## src/hw/conv_spi_regs_map.vh

```
// Register offsets, field positions, reset values and timing counts of the serial register bank.
`ifndef CONV_SPI_REGS_MAP_VH
`define CONV_SPI_REGS_MAP_VH

// =============================================================================
// Register offsets (15-bit serial addresses).
`define ADDR_INTERFACE_CONFIG_A   15'h0000
`define ADDR_INTERFACE_CONFIG_B   15'h0001
`define ADDR_CHIP_KIND            15'h0003
`define ADDR_PRODUCT_ID_LOW       15'h0004
`define ADDR_PRODUCT_ID_HIGH      15'h0005
`define ADDR_GRADE_AND_REVISION   15'h0006
`define ADDR_INTERRUPT_ENABLE     15'h0020
`define ADDR_INTERRUPT_STATUS     15'h0024

// =============================================================================
// Field positions of interface_config_a.
`define CFGA_PRIMARY_RESET        0
`define CFGA_BIT_ORDER            1
`define CFGA_ADDR_ASCEND          2
`define CFGA_SDO_ACTIVE           3

// Field positions of interface_config_b.
`define CFGB_SECONDARY_ZERO       1
`define CFGB_SECONDARY_ONE        2
`define CFGB_SELECT_STALL         6
`define CFGB_SINGLE_TRANSFER      7

// Field positions shared by interrupt_enable and interrupt_status.
`define IRQ_LANE_FIFO             2
`define IRQ_DATA_VALID_LOW        3
`define IRQ_SYSREF_JITTER         4

// =============================================================================
// Reset values.
`define RESET_CONFIG_A            4'h0
`define RESET_CONFIG_B            5'h00
`define RESET_IRQ_BITS            3'h0

// =============================================================================
// Timing: length of the primary soft reset, in ns and in 100 ns clock cycles.
`define CLK_PERIOD_NS             100
`define SOFT_RESET_NS             500
`define SOFT_RESET_CYCLES         ((`SOFT_RESET_NS + `CLK_PERIOD_NS - 1) / `CLK_PERIOD_NS)

`endif

```

## src/hw/conv_spi_regs.v

```verilog
// Serial register bank with soft reset controls, identification and interrupt enables.
`timescale 1ns/1ps
// Function
// - Writing one to primary reset bit starts a soft reset of device logic.
// - Primary reset bit clears itself when the soft reset has completed.
// - Writing one to config B bit 2 pulses secondary reset line one, self-clearing.
// - Writing one to config B bit 1 pulses secondary reset line zero, self-clearing.
// - Enable bit 4 gates the sysref jitter event onto the interrupt.
// - Enable bit 3 gates the receiver data-valid low event onto the interrupt.
// - Enable bit 2 gates lane FIFO overflow or underflow onto the interrupt.
// - Bit order select zero shifts MSB first, one shifts LSB first.
// - Status flags clear on writing one; writing zero leaves them unchanged.
`include "conv_spi_regs_map.vh"

module conv_spi_regs #(
  parameter [7:0] CHIP_KIND_VALUE = 8'h5A,  // Arbitrary identification value.
  parameter [7:0] PRODUCT_ID_LOW  = 8'h34,  // Arbitrary identification value.
  parameter [7:0] PRODUCT_ID_HIGH = 8'h12,  // Arbitrary identification value.
  parameter [3:0] PRODUCT_GRADE   = 4'h1,   // Arbitrary identification value.
  parameter [3:0] SILICON_REV     = 4'h2    // Arbitrary identification value.
) (
  input  wire core_clk,
  input  wire resetn,
  input  wire spi_sclk,
  input  wire spi_cs_n,
  input  wire spi_sdi,
  output reg  spi_sdo,
  output reg  spi_sdo_oe,
  input  wire sysref_jitter_event,
  input  wire link_receiver_data_valid,
  input  wire lane_fifo_error,
  output reg  irq,
  output reg  device_soft_reset,
  output reg  secondary_reset_line_one,
  output reg  secondary_reset_line_zero
);

  // ===========================================================================
  // Reset release
  reg        rst_meta;
  reg        rst_sync;

  // Asynchronous assertion, release through two flip-flops.
  always @(posedge core_clk or negedge resetn) begin
    if (!resetn) begin
      rst_meta <= 1'b0;
      rst_sync <= 1'b0;
    end else begin
      rst_meta <= 1'b1;
      rst_sync <= rst_meta;
    end
  end

  // ===========================================================================
  // Register storage
  reg  [3:0] cfg_a;
  reg  [4:0] cfg_b_hi;
  reg  [2:0] irq_enable;
  reg  [2:0] irq_status;
  reg  [2:0] sr_cnt;
  reg        data_valid_prev;

  // ===========================================================================
  // Serial shifter
  reg        sclk_prev;
  reg [15:0] shift_in;
  reg  [3:0] bit_cnt;
  reg        in_data;
  reg        rd_mode;
  reg        blocked;
  reg [14:0] addr;
  reg  [7:0] tx_byte;

  wire       lsb_first = cfg_a[`CFGA_BIT_ORDER];
  wire       sclk_rise = ~spi_cs_n & spi_sclk & ~sclk_prev;
  wire       sclk_fall = ~spi_cs_n & ~spi_sclk & sclk_prev;
  wire [15:0] raw_word = {shift_in[14:0], spi_sdi};
  wire       instr_done = sclk_rise & ~in_data & (bit_cnt == 4'hF);
  wire       byte_done  = sclk_rise & in_data & (bit_cnt == 4'h7);

  // Bit reversal for LSB-first framing.
  reg [15:0] instr_word;
  reg  [7:0] data_byte;
  reg  [7:0] rd_data;
  reg  [7:0] tx_load;
  reg [14:0] load_addr;
  integer    i;

  // Orders the received instruction and data byte per the bit order select.
  always @* begin
    instr_word = raw_word;
    data_byte  = raw_word[7:0];
    tx_load    = rd_data;
    if (lsb_first) begin
      for (i = 0; i < 16; i = i + 1) begin
        instr_word[i] = raw_word[15-i];
      end
      for (i = 0; i < 8; i = i + 1) begin
        data_byte[i] = raw_word[7-i];
        tx_load[i]   = rd_data[7-i];
      end
    end
  end

  // Address of the byte loaded for readback: the new instruction or the next stream step.
  always @* begin
    if (instr_done) begin
      load_addr = instr_word[14:0];
    end else if (cfg_a[`CFGA_ADDR_ASCEND]) begin
      load_addr = addr + 15'h0001;
    end else begin
      load_addr = addr - 15'h0001;
    end
  end

  // Read data decode.
  always @* begin
    if (load_addr == `ADDR_INTERFACE_CONFIG_A) begin
      rd_data = {cfg_a[0], cfg_a[1], cfg_a[2], cfg_a[3], cfg_a};
    end else if (load_addr == `ADDR_INTERFACE_CONFIG_B) begin
      rd_data = {cfg_b_hi, secondary_reset_line_one, secondary_reset_line_zero, 1'b0};
    end else if (load_addr == `ADDR_CHIP_KIND) begin
      rd_data = CHIP_KIND_VALUE;
    end else if (load_addr == `ADDR_PRODUCT_ID_LOW) begin
      rd_data = PRODUCT_ID_LOW;
    end else if (load_addr == `ADDR_PRODUCT_ID_HIGH) begin
      rd_data = PRODUCT_ID_HIGH;
    end else if (load_addr == `ADDR_GRADE_AND_REVISION) begin
      rd_data = {PRODUCT_GRADE, SILICON_REV};
    end else if (load_addr == `ADDR_INTERRUPT_ENABLE) begin
      rd_data = {3'h0, irq_enable, 2'h0};
    end else if (load_addr == `ADDR_INTERRUPT_STATUS) begin
      rd_data = {3'h0, irq_status, 2'h0};
    end else begin
      rd_data = 8'h00;
    end
  end

  // Write strobe: a completed data byte of a write stream that is not blocked.
  wire       wr_stb = byte_done & ~rd_mode & ~blocked;

  // Frame sequencing: instruction, then data bytes with readback shifted out on falling edges.
  always @(posedge core_clk or negedge rst_sync) begin
    if (!rst_sync) begin
      sclk_prev  <= 1'b0;
      shift_in   <= 16'h0000;
      bit_cnt    <= 4'h0;
      in_data    <= 1'b0;
      rd_mode    <= 1'b0;
      blocked    <= 1'b0;
      addr       <= 15'h0000;
      tx_byte    <= 8'h00;
      spi_sdo    <= 1'b0;
      spi_sdo_oe <= 1'b0;
    end else begin
      sclk_prev <= spi_sclk;
      if (spi_cs_n) begin
        bit_cnt    <= 4'h0;
        in_data    <= 1'b0;
        blocked    <= 1'b0;
        spi_sdo_oe <= 1'b0;
      end else begin
        if (sclk_rise) begin
          shift_in <= raw_word;
          bit_cnt  <= bit_cnt + 4'h1;
        end
        if (instr_done) begin
          in_data <= 1'b1;
          rd_mode <= instr_word[15];
          addr    <= load_addr;
          bit_cnt <= 4'h0;
          tx_byte <= tx_load;
        end else if (byte_done) begin
          addr    <= load_addr;
          bit_cnt <= 4'h0;
          tx_byte <= tx_load;
          if (cfg_b_hi[`CFGB_SINGLE_TRANSFER-3]) begin
            blocked <= 1'b1;
          end
        end
        if (sclk_fall & in_data & rd_mode & ~blocked) begin
          spi_sdo    <= tx_byte[7];
          tx_byte    <= {tx_byte[6:0], 1'b0};
          spi_sdo_oe <= 1'b1;
        end
      end
    end
  end

  // ===========================================================================
  // Soft resets and configuration registers
  wire       soft_active = device_soft_reset;

  // Soft reset length in cycles, cut to the counter width on purpose.
  localparam integer SOFT_LEN = `SOFT_RESET_CYCLES;

  // Primary soft reset sequencing and interface config A.
  always @(posedge core_clk or negedge rst_sync) begin
    if (!rst_sync) begin
      cfg_a             <= `RESET_CONFIG_A;
      sr_cnt            <= 3'h0;
      device_soft_reset <= 1'b0;
    end else if (soft_active) begin
      if (sr_cnt == 3'h1) begin
        device_soft_reset             <= 1'b0;
        cfg_a[`CFGA_PRIMARY_RESET]    <= 1'b0;
      end
      sr_cnt <= sr_cnt - 3'h1;
    end else if (wr_stb && addr == `ADDR_INTERFACE_CONFIG_A) begin
      cfg_a <= data_byte[3:0];
      if (data_byte[`CFGA_PRIMARY_RESET]) begin
        device_soft_reset <= 1'b1;
        sr_cnt            <= SOFT_LEN[2:0];
      end
    end
  end

  // Interface config B with one-cycle secondary reset pulses.
  always @(posedge core_clk or negedge rst_sync) begin
    if (!rst_sync) begin
      cfg_b_hi                  <= `RESET_CONFIG_B;
      secondary_reset_line_one  <= 1'b0;
      secondary_reset_line_zero <= 1'b0;
    end else begin
      secondary_reset_line_one  <= 1'b0;
      secondary_reset_line_zero <= 1'b0;
      if (soft_active) begin
        cfg_b_hi <= `RESET_CONFIG_B;
      end else if (wr_stb && addr == `ADDR_INTERFACE_CONFIG_B) begin
        cfg_b_hi                  <= data_byte[7:3];
        secondary_reset_line_one  <= data_byte[`CFGB_SECONDARY_ONE];
        secondary_reset_line_zero <= data_byte[`CFGB_SECONDARY_ZERO];
      end
    end
  end

  // ===========================================================================
  // Interrupt enables, sticky status and interrupt output
  wire [2:0] events = {sysref_jitter_event,
                       data_valid_prev & ~link_receiver_data_valid,
                       lane_fifo_error};
  wire [2:0] w1c = (wr_stb && addr == `ADDR_INTERRUPT_STATUS) ? data_byte[4:2] : 3'h0;

  // Events set flags whatever the enables say; a set in the clearing cycle wins.
  always @(posedge core_clk or negedge rst_sync) begin
    if (!rst_sync) begin
      irq_enable      <= `RESET_IRQ_BITS;
      irq_status      <= `RESET_IRQ_BITS;
      data_valid_prev <= 1'b1;
      irq             <= 1'b0;
    end else begin
      data_valid_prev <= link_receiver_data_valid;
      if (soft_active) begin
        irq_enable <= `RESET_IRQ_BITS;
        irq_status <= `RESET_IRQ_BITS;
        irq        <= 1'b0;
      end else begin
        if (wr_stb && addr == `ADDR_INTERRUPT_ENABLE) begin
          irq_enable <= data_byte[4:2];
        end
        irq_status <= (irq_status & ~w1c) | events;
        irq        <= |(irq_status & irq_enable);
      end
    end
  end

endmodule // conv_spi_regs

```

## config.mk

```make
export PLATFORM = sky130hd
export DESIGN_NAME = conv_spi_regs
export DESIGN_NICKNAME = d
export VERILOG_FILES = /design/src/hw/conv_spi_regs.v
export VERILOG_INCLUDE_DIRS = /design/src /design/src/hw
export SDC_FILE = /design/constraint.sdc
export NUM_CORES = 1
export LEC_CHECK = 0
export ABC_AREA = 1
export ABC_CLOCK_PERIOD_IN_PS = 4100
export BUFFER_PORTS_ARGS = -buffer_cell sky130_fd_sc_hd__buf_4
export CAP_MARGIN = 5
export CORE_UTILIZATION = 60
export DETAILED_ROUTE_END_ITERATION = 16
export MAX_ROUTING_LAYER = met4
export PLACE_DENSITY_LB_ADDON = 0.05
export SYNTH_ARGS = -nofsm -noshare
export SYNTH_HDL_FRONTEND = slang
export SYNTH_SLANG_ARGS = --single-unit
```

## constraint.sdc

```tcl
create_clock -name core_clk -period 4.1 [get_ports core_clk]
set_input_delay 0.82 -clock core_clk [delete_from_list [all_inputs] [get_ports core_clk]]
set_output_delay 0.82 -clock core_clk [all_outputs]
set_load 0.005 [all_outputs]
```

==> results_dict.tcl, run 1 <==
set metrics [dict create \
    status "completed" \
    yosys.area_share.simple_pct 36.7 \
    min_period_ns 3.16 \
    drt-total-wl_um 12100 \
    fin_crit_sh_pct 77.1 \
    rsz0062_at_grt "no" \
    diodes 0 \
    areaGrowthSynthToFinish_pct 6.62 \
    synthMuxAreaShare_pct 0.210 \
    relSlewSlack_pct 24.6 \
    synth_fp_nets 696 \
    critPathKind "in2reg" \
    die_w_um 91.1 \
    dp_cells 778 \
    clkPwrFrac_pct 40.1 \
    ant_nets 0 \
    hold_buffers 0 \
    yosysWarnings 0 \
    p_leak_nw 2.52 \
    clk_latency_ns 0.37 \
    io_buffers 13 \
    place_congestion 0.989 \
    synth_area_sq_mm 0.00476 \
    vdd_drop_max_mv 0.214 \
    power_mw 1.52 \
    core.rowCount 32 \
    slew_viol_final 0 \
    clk_pin_slew_ns 0.09 \
    powerDensity_mw_per_mm2 299 \
    grt_pass1_vias 4114 \
    syn_inst 682 \
    ys_types 47 \
    cp-start-kind "primary input" \
    comb_power_share_pct 7.5 \
    cts_sinks 73 \
    clock_path_buffers 2 \
    skew_ns 0.0184 \
    ys_seq_elements 73 \
    synth_edf_count 0 \
    antenna_found_initial 0 \
    grt_usage_pct 32.5 \
    final-hold-violation-count 0 \
    drv_cap 0 \
    power_switching_uw 419 \
    htreeDepth 3 \
    setup_slack_ns 0.939 \
    fmax_mhz 316 \
    synth.most_common_cell "nand2_1" \
    wire_per_inst_um 15.2 \
    crit_required_ns 4.35 \
    vias 4488 \
    synth_top_family_by_area "simple AND/OR/NAND/NOR gates" \
    grt_max_degree 51 \
    avgSynthCellArea_sq_um 6.99 \
    io_pins 14 \
    fin_cells 794 \
    cts-resized-gates 0 \
    synth_compound_area_share_pct 12.4 \
    holdCritPathClass "in2async" \
    arrival_ns 3.42 \
    cts_tree "done" \
    switching_share_pct 27.6 \
    regArea_sq_mm 0.00183 \
    intPower_mw 1.10 \
    gr-total-overflow 0 \
    synth-async-reset-ratio_pct 100 \
    p_seq_share_pct 52.4 \
    synth_xor_area_share_pct 0.735 \
    drtPass1Iterations 5 \
    dieHeight_um 91.1 \
    synthTopCellsByArea "dfrtp_1 38%, nand2_1 16%, inv_1 6.3%" \
    core_area_sq_mm 0.00769 \
    multi_input_area_sq_mm 0.00246 \
    grt_pass1_wl_um 20300 \
    synth_ff_type "dfrtp_1" \
    drive_above_1_share_pct 11.4 \
    endpoint_kind "flop" \
    yosysTopAreaCell "dfrtp_1" \
    dpl.hpwl_um 9250 \
    ys_seq_area_share_pct 38.4 \
    die-area_sq_mm 0.00830 \
    pre_cts_ws_ns 0.588 \
    post-cts-setup-buffer-count 0 \
    finalSetupViolCount 0 \
    synthAdderAreaFrac_pct 1.58 \
    setup_tns_ns 0 \
    worst_pin_slew_ns 1.13 \
    via_per_inst 5.65 \
    synth.top_cell.area_share_pct 37.8 \
    synth_common_cells "207 x nand2_1, 80 x inv_1, 72 x dfrtp_1, 60 x o21ai_0, 55 x nand3_1" \
    start_util_pct 62.0 \
    n_fill_cell 692 \
    worstPathMaxFanout 29 \
    drtIter0Drc 350 \
    root_buffer "clkbuf_8" \
    drc 0 \
    numCtsBuffers 9 \
    fin_nets 701 \
]
[worst paths after layout]
check | from | end | slack (ns) | cells after the start
hold reg to reg | rst_meta | rst_sync | 0.36 | 0
setup reg to reg | addr[0] | tx_byte[3] | 1.00 | 18
min in group core_clk | rst_meta | rst_sync | 0.36 | 0
setup / recovery | spi_cs_n | tx_byte[3] | 0.94 | 16
max in group asynchronous | rst_sync | addr[1] | 2.69 | 1
hold / removal | resetn | rst_sync | 0.21 | 1
[routing by layer]
metal  vias to the layer above  part of all wire, %  global-route usage (%)
met1                      2118                   47                    44.9
met5                         -                    0                       -
li1                       2208                    -                       -
met2                       138                   45                    48.7
met4                         0                  2.5                    10.7
met3                        24                  6.1                    5.61
[cell usage in the layout (no fill, tap or decap), types with 6 or more instances in the layout]
| cell type | instances |
|---|---|
| nor3_1 | 6 |
| nand3_1 | 55 |
| ha_1 | 6 |
| buf_4 | 17 |
| nand4_1 | 15 |
| nand2_1 | 207 |
| o21ai_0 | 60 |
| nand2_2 | 12 |
| a22oi_1 | 6 |
| inv_1 | 80 |
| a21oi_1 | 17 |
| nor2_1 | 50 |
| nor2_2 | 9 |
| nor2_4 | 6 |
| o21ai_1 | 7 |
| dfrtp_1 | 71 |
| clkbuf_8 | 10 |
[cell families (layout without fill, tap and decap cells)]
logic type | count (synthesis) | after routing
buf+inv | 109 | 119
simple gates | 381 | 381
flops | 73 | 73
mux | 1 | 1
xor+xnor | 4 | 4
compound gates | 107 | 107
other cells | 1 | 1
fa+ha+maj | 6 | 6
[flip-flops by register name (all words and copies together) (netlist names)]
name / flops
irq: 1
spi_sdo: 1
irq_status: 3
sr_cnt: 3
device_soft_reset: 1
spi_sdo_oe: 1
secondary_reset_line_one: 1
irq_enable: 3
cfg_a: 4
bit_cnt: 4
secondary_reset_line_zero: 1
cfg_b_hi: 5
tx_byte: 8
shift_in: 15
in_data: 1
sclk_prev: 1
blocked: 1
addr: 15
data_valid_prev: 1
rd_mode: 1
rst_meta: 1
rst_sync: 1
[power groups by stage]
stage / sequential [mW] / clock [mW] / combinational (mW)
after global routing: 0.801 / 0.643 / 0.127
after floorplan: 0.801 / 0 / 0.0711
final: 0.795 / 0.608 / 0.113
after global placement: 0.808 / 0 / 0.109
after CTS: 0.795 / 0.619 / 0.113
after detailed placement: 0.809 / 0 / 0.112
[layout make-up]
class	count	share of cell area, %
inverter	86	6.40
timing repair buffer	17	2.51
clock inverter	6	1.43
clock buffer	10	2.71
multi-input combinational	500	48.4
sequential	73	36.0
tap	102	2.51
[worst max-delay path, stage by stage]
cell	delay, ns
buf_4	0.13
inv_2	0.09
nand3_4	0.24
inv_4	0.18
nand2_4	0.19
inv_2	0.26
o211ai_1	0.18
a21oi_2	0.19
nand2_2	0.08
nor2_4	0.30
nand2_1	0.18
or2_0	0.23
nand2_1	0.09
nand3_1	0.07
nand3_1	0.11
nand2_1	0.05
[through the flow]
step                      util [%]  hold slack, ns  area, sq um
final                         66.1           0.209         5080
after global placement        63.3           0.343         4870
after floorplan                  -           0.331         4760
after global routing          66.1           0.202         5080
after detailed placement      63.3           0.339         4870
after CTS                     66.1           0.206         5080
Power figures use the tool's default switching activity.
==> inputs of run 2 (changes only) <==
- ABC_CLOCK_PERIOD_IN_PS: 4100 -> 3000
- clock period: 4.1 -> 3 ns (I/O delays scaled with it)
==> run 2 against run 1 <==
  * Sequential power grew 36%
  * First-iteration DRC count grew 22%
  * Via count is 2.1% higher
  * Critical path depth rose by 2
  * Critical path type is now reg2reg
  * Highest routed layer unchanged
  * Worst hold slack gained 0.14 ns
  * Flip-flop and latch count unchanged
==> results_dict.tcl, run 2 (synthesized netlist as in run 1, its figures left out) <==
set metrics [dict create \
    fmax_mhz 359 \
    dieHeight_um 91.1 \
    die-area_sq_mm 0.00830 \
    core.rowCount 32 \
    drt-total-wl_um 12600 \
    status "completed" \
    wire_per_inst_um 15.6 \
    reg.largest.list "addr x15, shift_in x15, tx_byte x8" \
    clk_latency_ns 0.36 \
    r2r-start "addr[1]" \
    crit_chain "inv_1 -> ha_2 -> nand3_1 -> nor2_1 -> nand2_1 -> nand3_1 -> nand2_1 -> nand2_1 -> nand2_1 -> nor2_1 -> nand2_1 -> nor2_4 -> nand3_1 -> nand2_1 -> o21bai_1 -> nand3_1 -> nand3_1 -> nand2_1" \
    cp_slowest_stage_delay_ns 0.45 \
    cts_sinks 73 \
    numCtsBuffers 9 \
    finalSetupViolCount 0 \
    grt_max_degree 37 \
    fin_util_pct 67.8 \
    relSlewSlack_pct 47.9 \
    cpMostUsedCell "nand2_1" \
    grt_pass1_vias 4241 \
    p_leak_nw 2.58 \
    min_from "link_receiver_data_valid" \
    crit_required_ns 3.25 \
    fin_crit_sh_pct 92.9 \
    gr-total-overflow 0 \
    start_util_pct 62.0 \
    grt_pass1_wl_um 20800 \
    setup_tns_ns 0 \
    drc 0 \
    skew_ns 0.00706 \
    areaGrowthSynthToFinish_pct 9.32 \
    powerDensity_mw_per_mm2 384 \
    fin_nets 716 \
    io_buffers 13 \
    antenna_found_initial 0 \
    place_congestion 0.996 \
    cpLargestDelayFamily "simple AND/OR/NAND/NOR gates" \
    cp-start-kind "flop" \
    clock_path_buffers 2 \
    rsz0062_at_grt "no" \
    root_buffer "clkbuf_8" \
    vias 4583 \
    drtPass1Iterations 5 \
    drtIter0Drc 428 \
    crit_start "addr[1]" \
    worst_pin_slew_ns 0.781 \
    worstPathMaxFanout 7 \
    dpl.hpwl_um 9650 \
    dp_cells 788 \
    critPathBufInv 1 \
    ant_nets 0 \
    holdCritPathClass "in2reg" \
    diodes 0 \
    fin_cells 809 \
    core_area_sq_mm 0.00769 \
    critPathKind "reg2reg" \
    cts_tree "done" \
    slew_viol_final 0 \
    clk_pin_slew_ns 0.09 \
    vdd_drop_max_mv 0.377 \
    arrival_ns 3.04 \
    die_w_um 91.1 \
    final_common_cell "nand2_1" \
    final-hold-violation-count 0 \
    mostFrequentLayoutCells "207 x nand2_1, 79 x inv_1, 70 x dfrtp_1" \
    min_period_ns 2.79 \
    slowest_stage "dfrtp_1" \
    drive_above_1_share_pct 13.7 \
    io_pins 14 \
    htreeDepth 3 \
    grt_usage_pct 33.0 \
    endpoint_kind "flop" \
    drv_cap 0 \
    power_mw 2.00 \
    via_per_inst 5.67 \
]
==> run 2: final timing paths <==
check | endpoint | slack, ns | cells after the start
min in group asynchronous | device_soft_reset | 0.36 | 0
worst min-delay path | data_valid_prev | 0.34 | 1
worst min register to register | device_soft_reset | 0.36 | 0
worst max register to register | tx_byte[3] | 0.21 | 18
max in group asynchronous | cfg_a[1] | 1.99 | 1
worst max-delay path | tx_byte[3] | 0.21 | 18
==> run 2: layer usage <==
metal  GRT usage, %  share of wire (%)
met5              -                  0
met4           12.2                2.5
met3           6.70                7.6
met2           49.6                 45
met1           44.4                 45
==> run 2: report_power, final <==
| group | switching (mW) | internal, mW | total [mW] |
|---|---|---|---|
| Combinational | 0.106 | 0.0552 | 0.161 |
| Clock | 0.436 | 0.317 | 0.753 |
| Sequential | 0.0514 | 1.03 | 1.08 |
==> run 2: layout make-up <==
class / instances / area, sq um
fill: 692 / 2480
multi-input combinational: 500 / 2460
sequential: 73 / 1830
inverter: 86 / 332
timing repair buffer: 32 / 268
tap: 102 / 128
clock buffer: 9 / 124
clock inverter: 7 / 62.6
==> run 2: stage by stage <==
stage / hold slack, ns / setup WS (ns) / area, sq um
6_report: 0.344 / 0.213 / 5210
5_1_grt: 0.333 / 0.00278 / 5210
4_1_cts: 0.340 / 0.152 / 5170
3_5_place_dp: 0.341 / 0.165 / 4970
3_3_place_gp: 0.341 / 0.204 / 4970
2_1_floorplan: 0.304 / 0.650 / 4760
==> run 2: timing repair <==
item	4_1_cts	5_1_grt
gates resized for setup	0	5
setup buffers	0	4
endpoints found under the setup margin	0	7
hold buffers	1	0
hold endpoints to repair	2	0
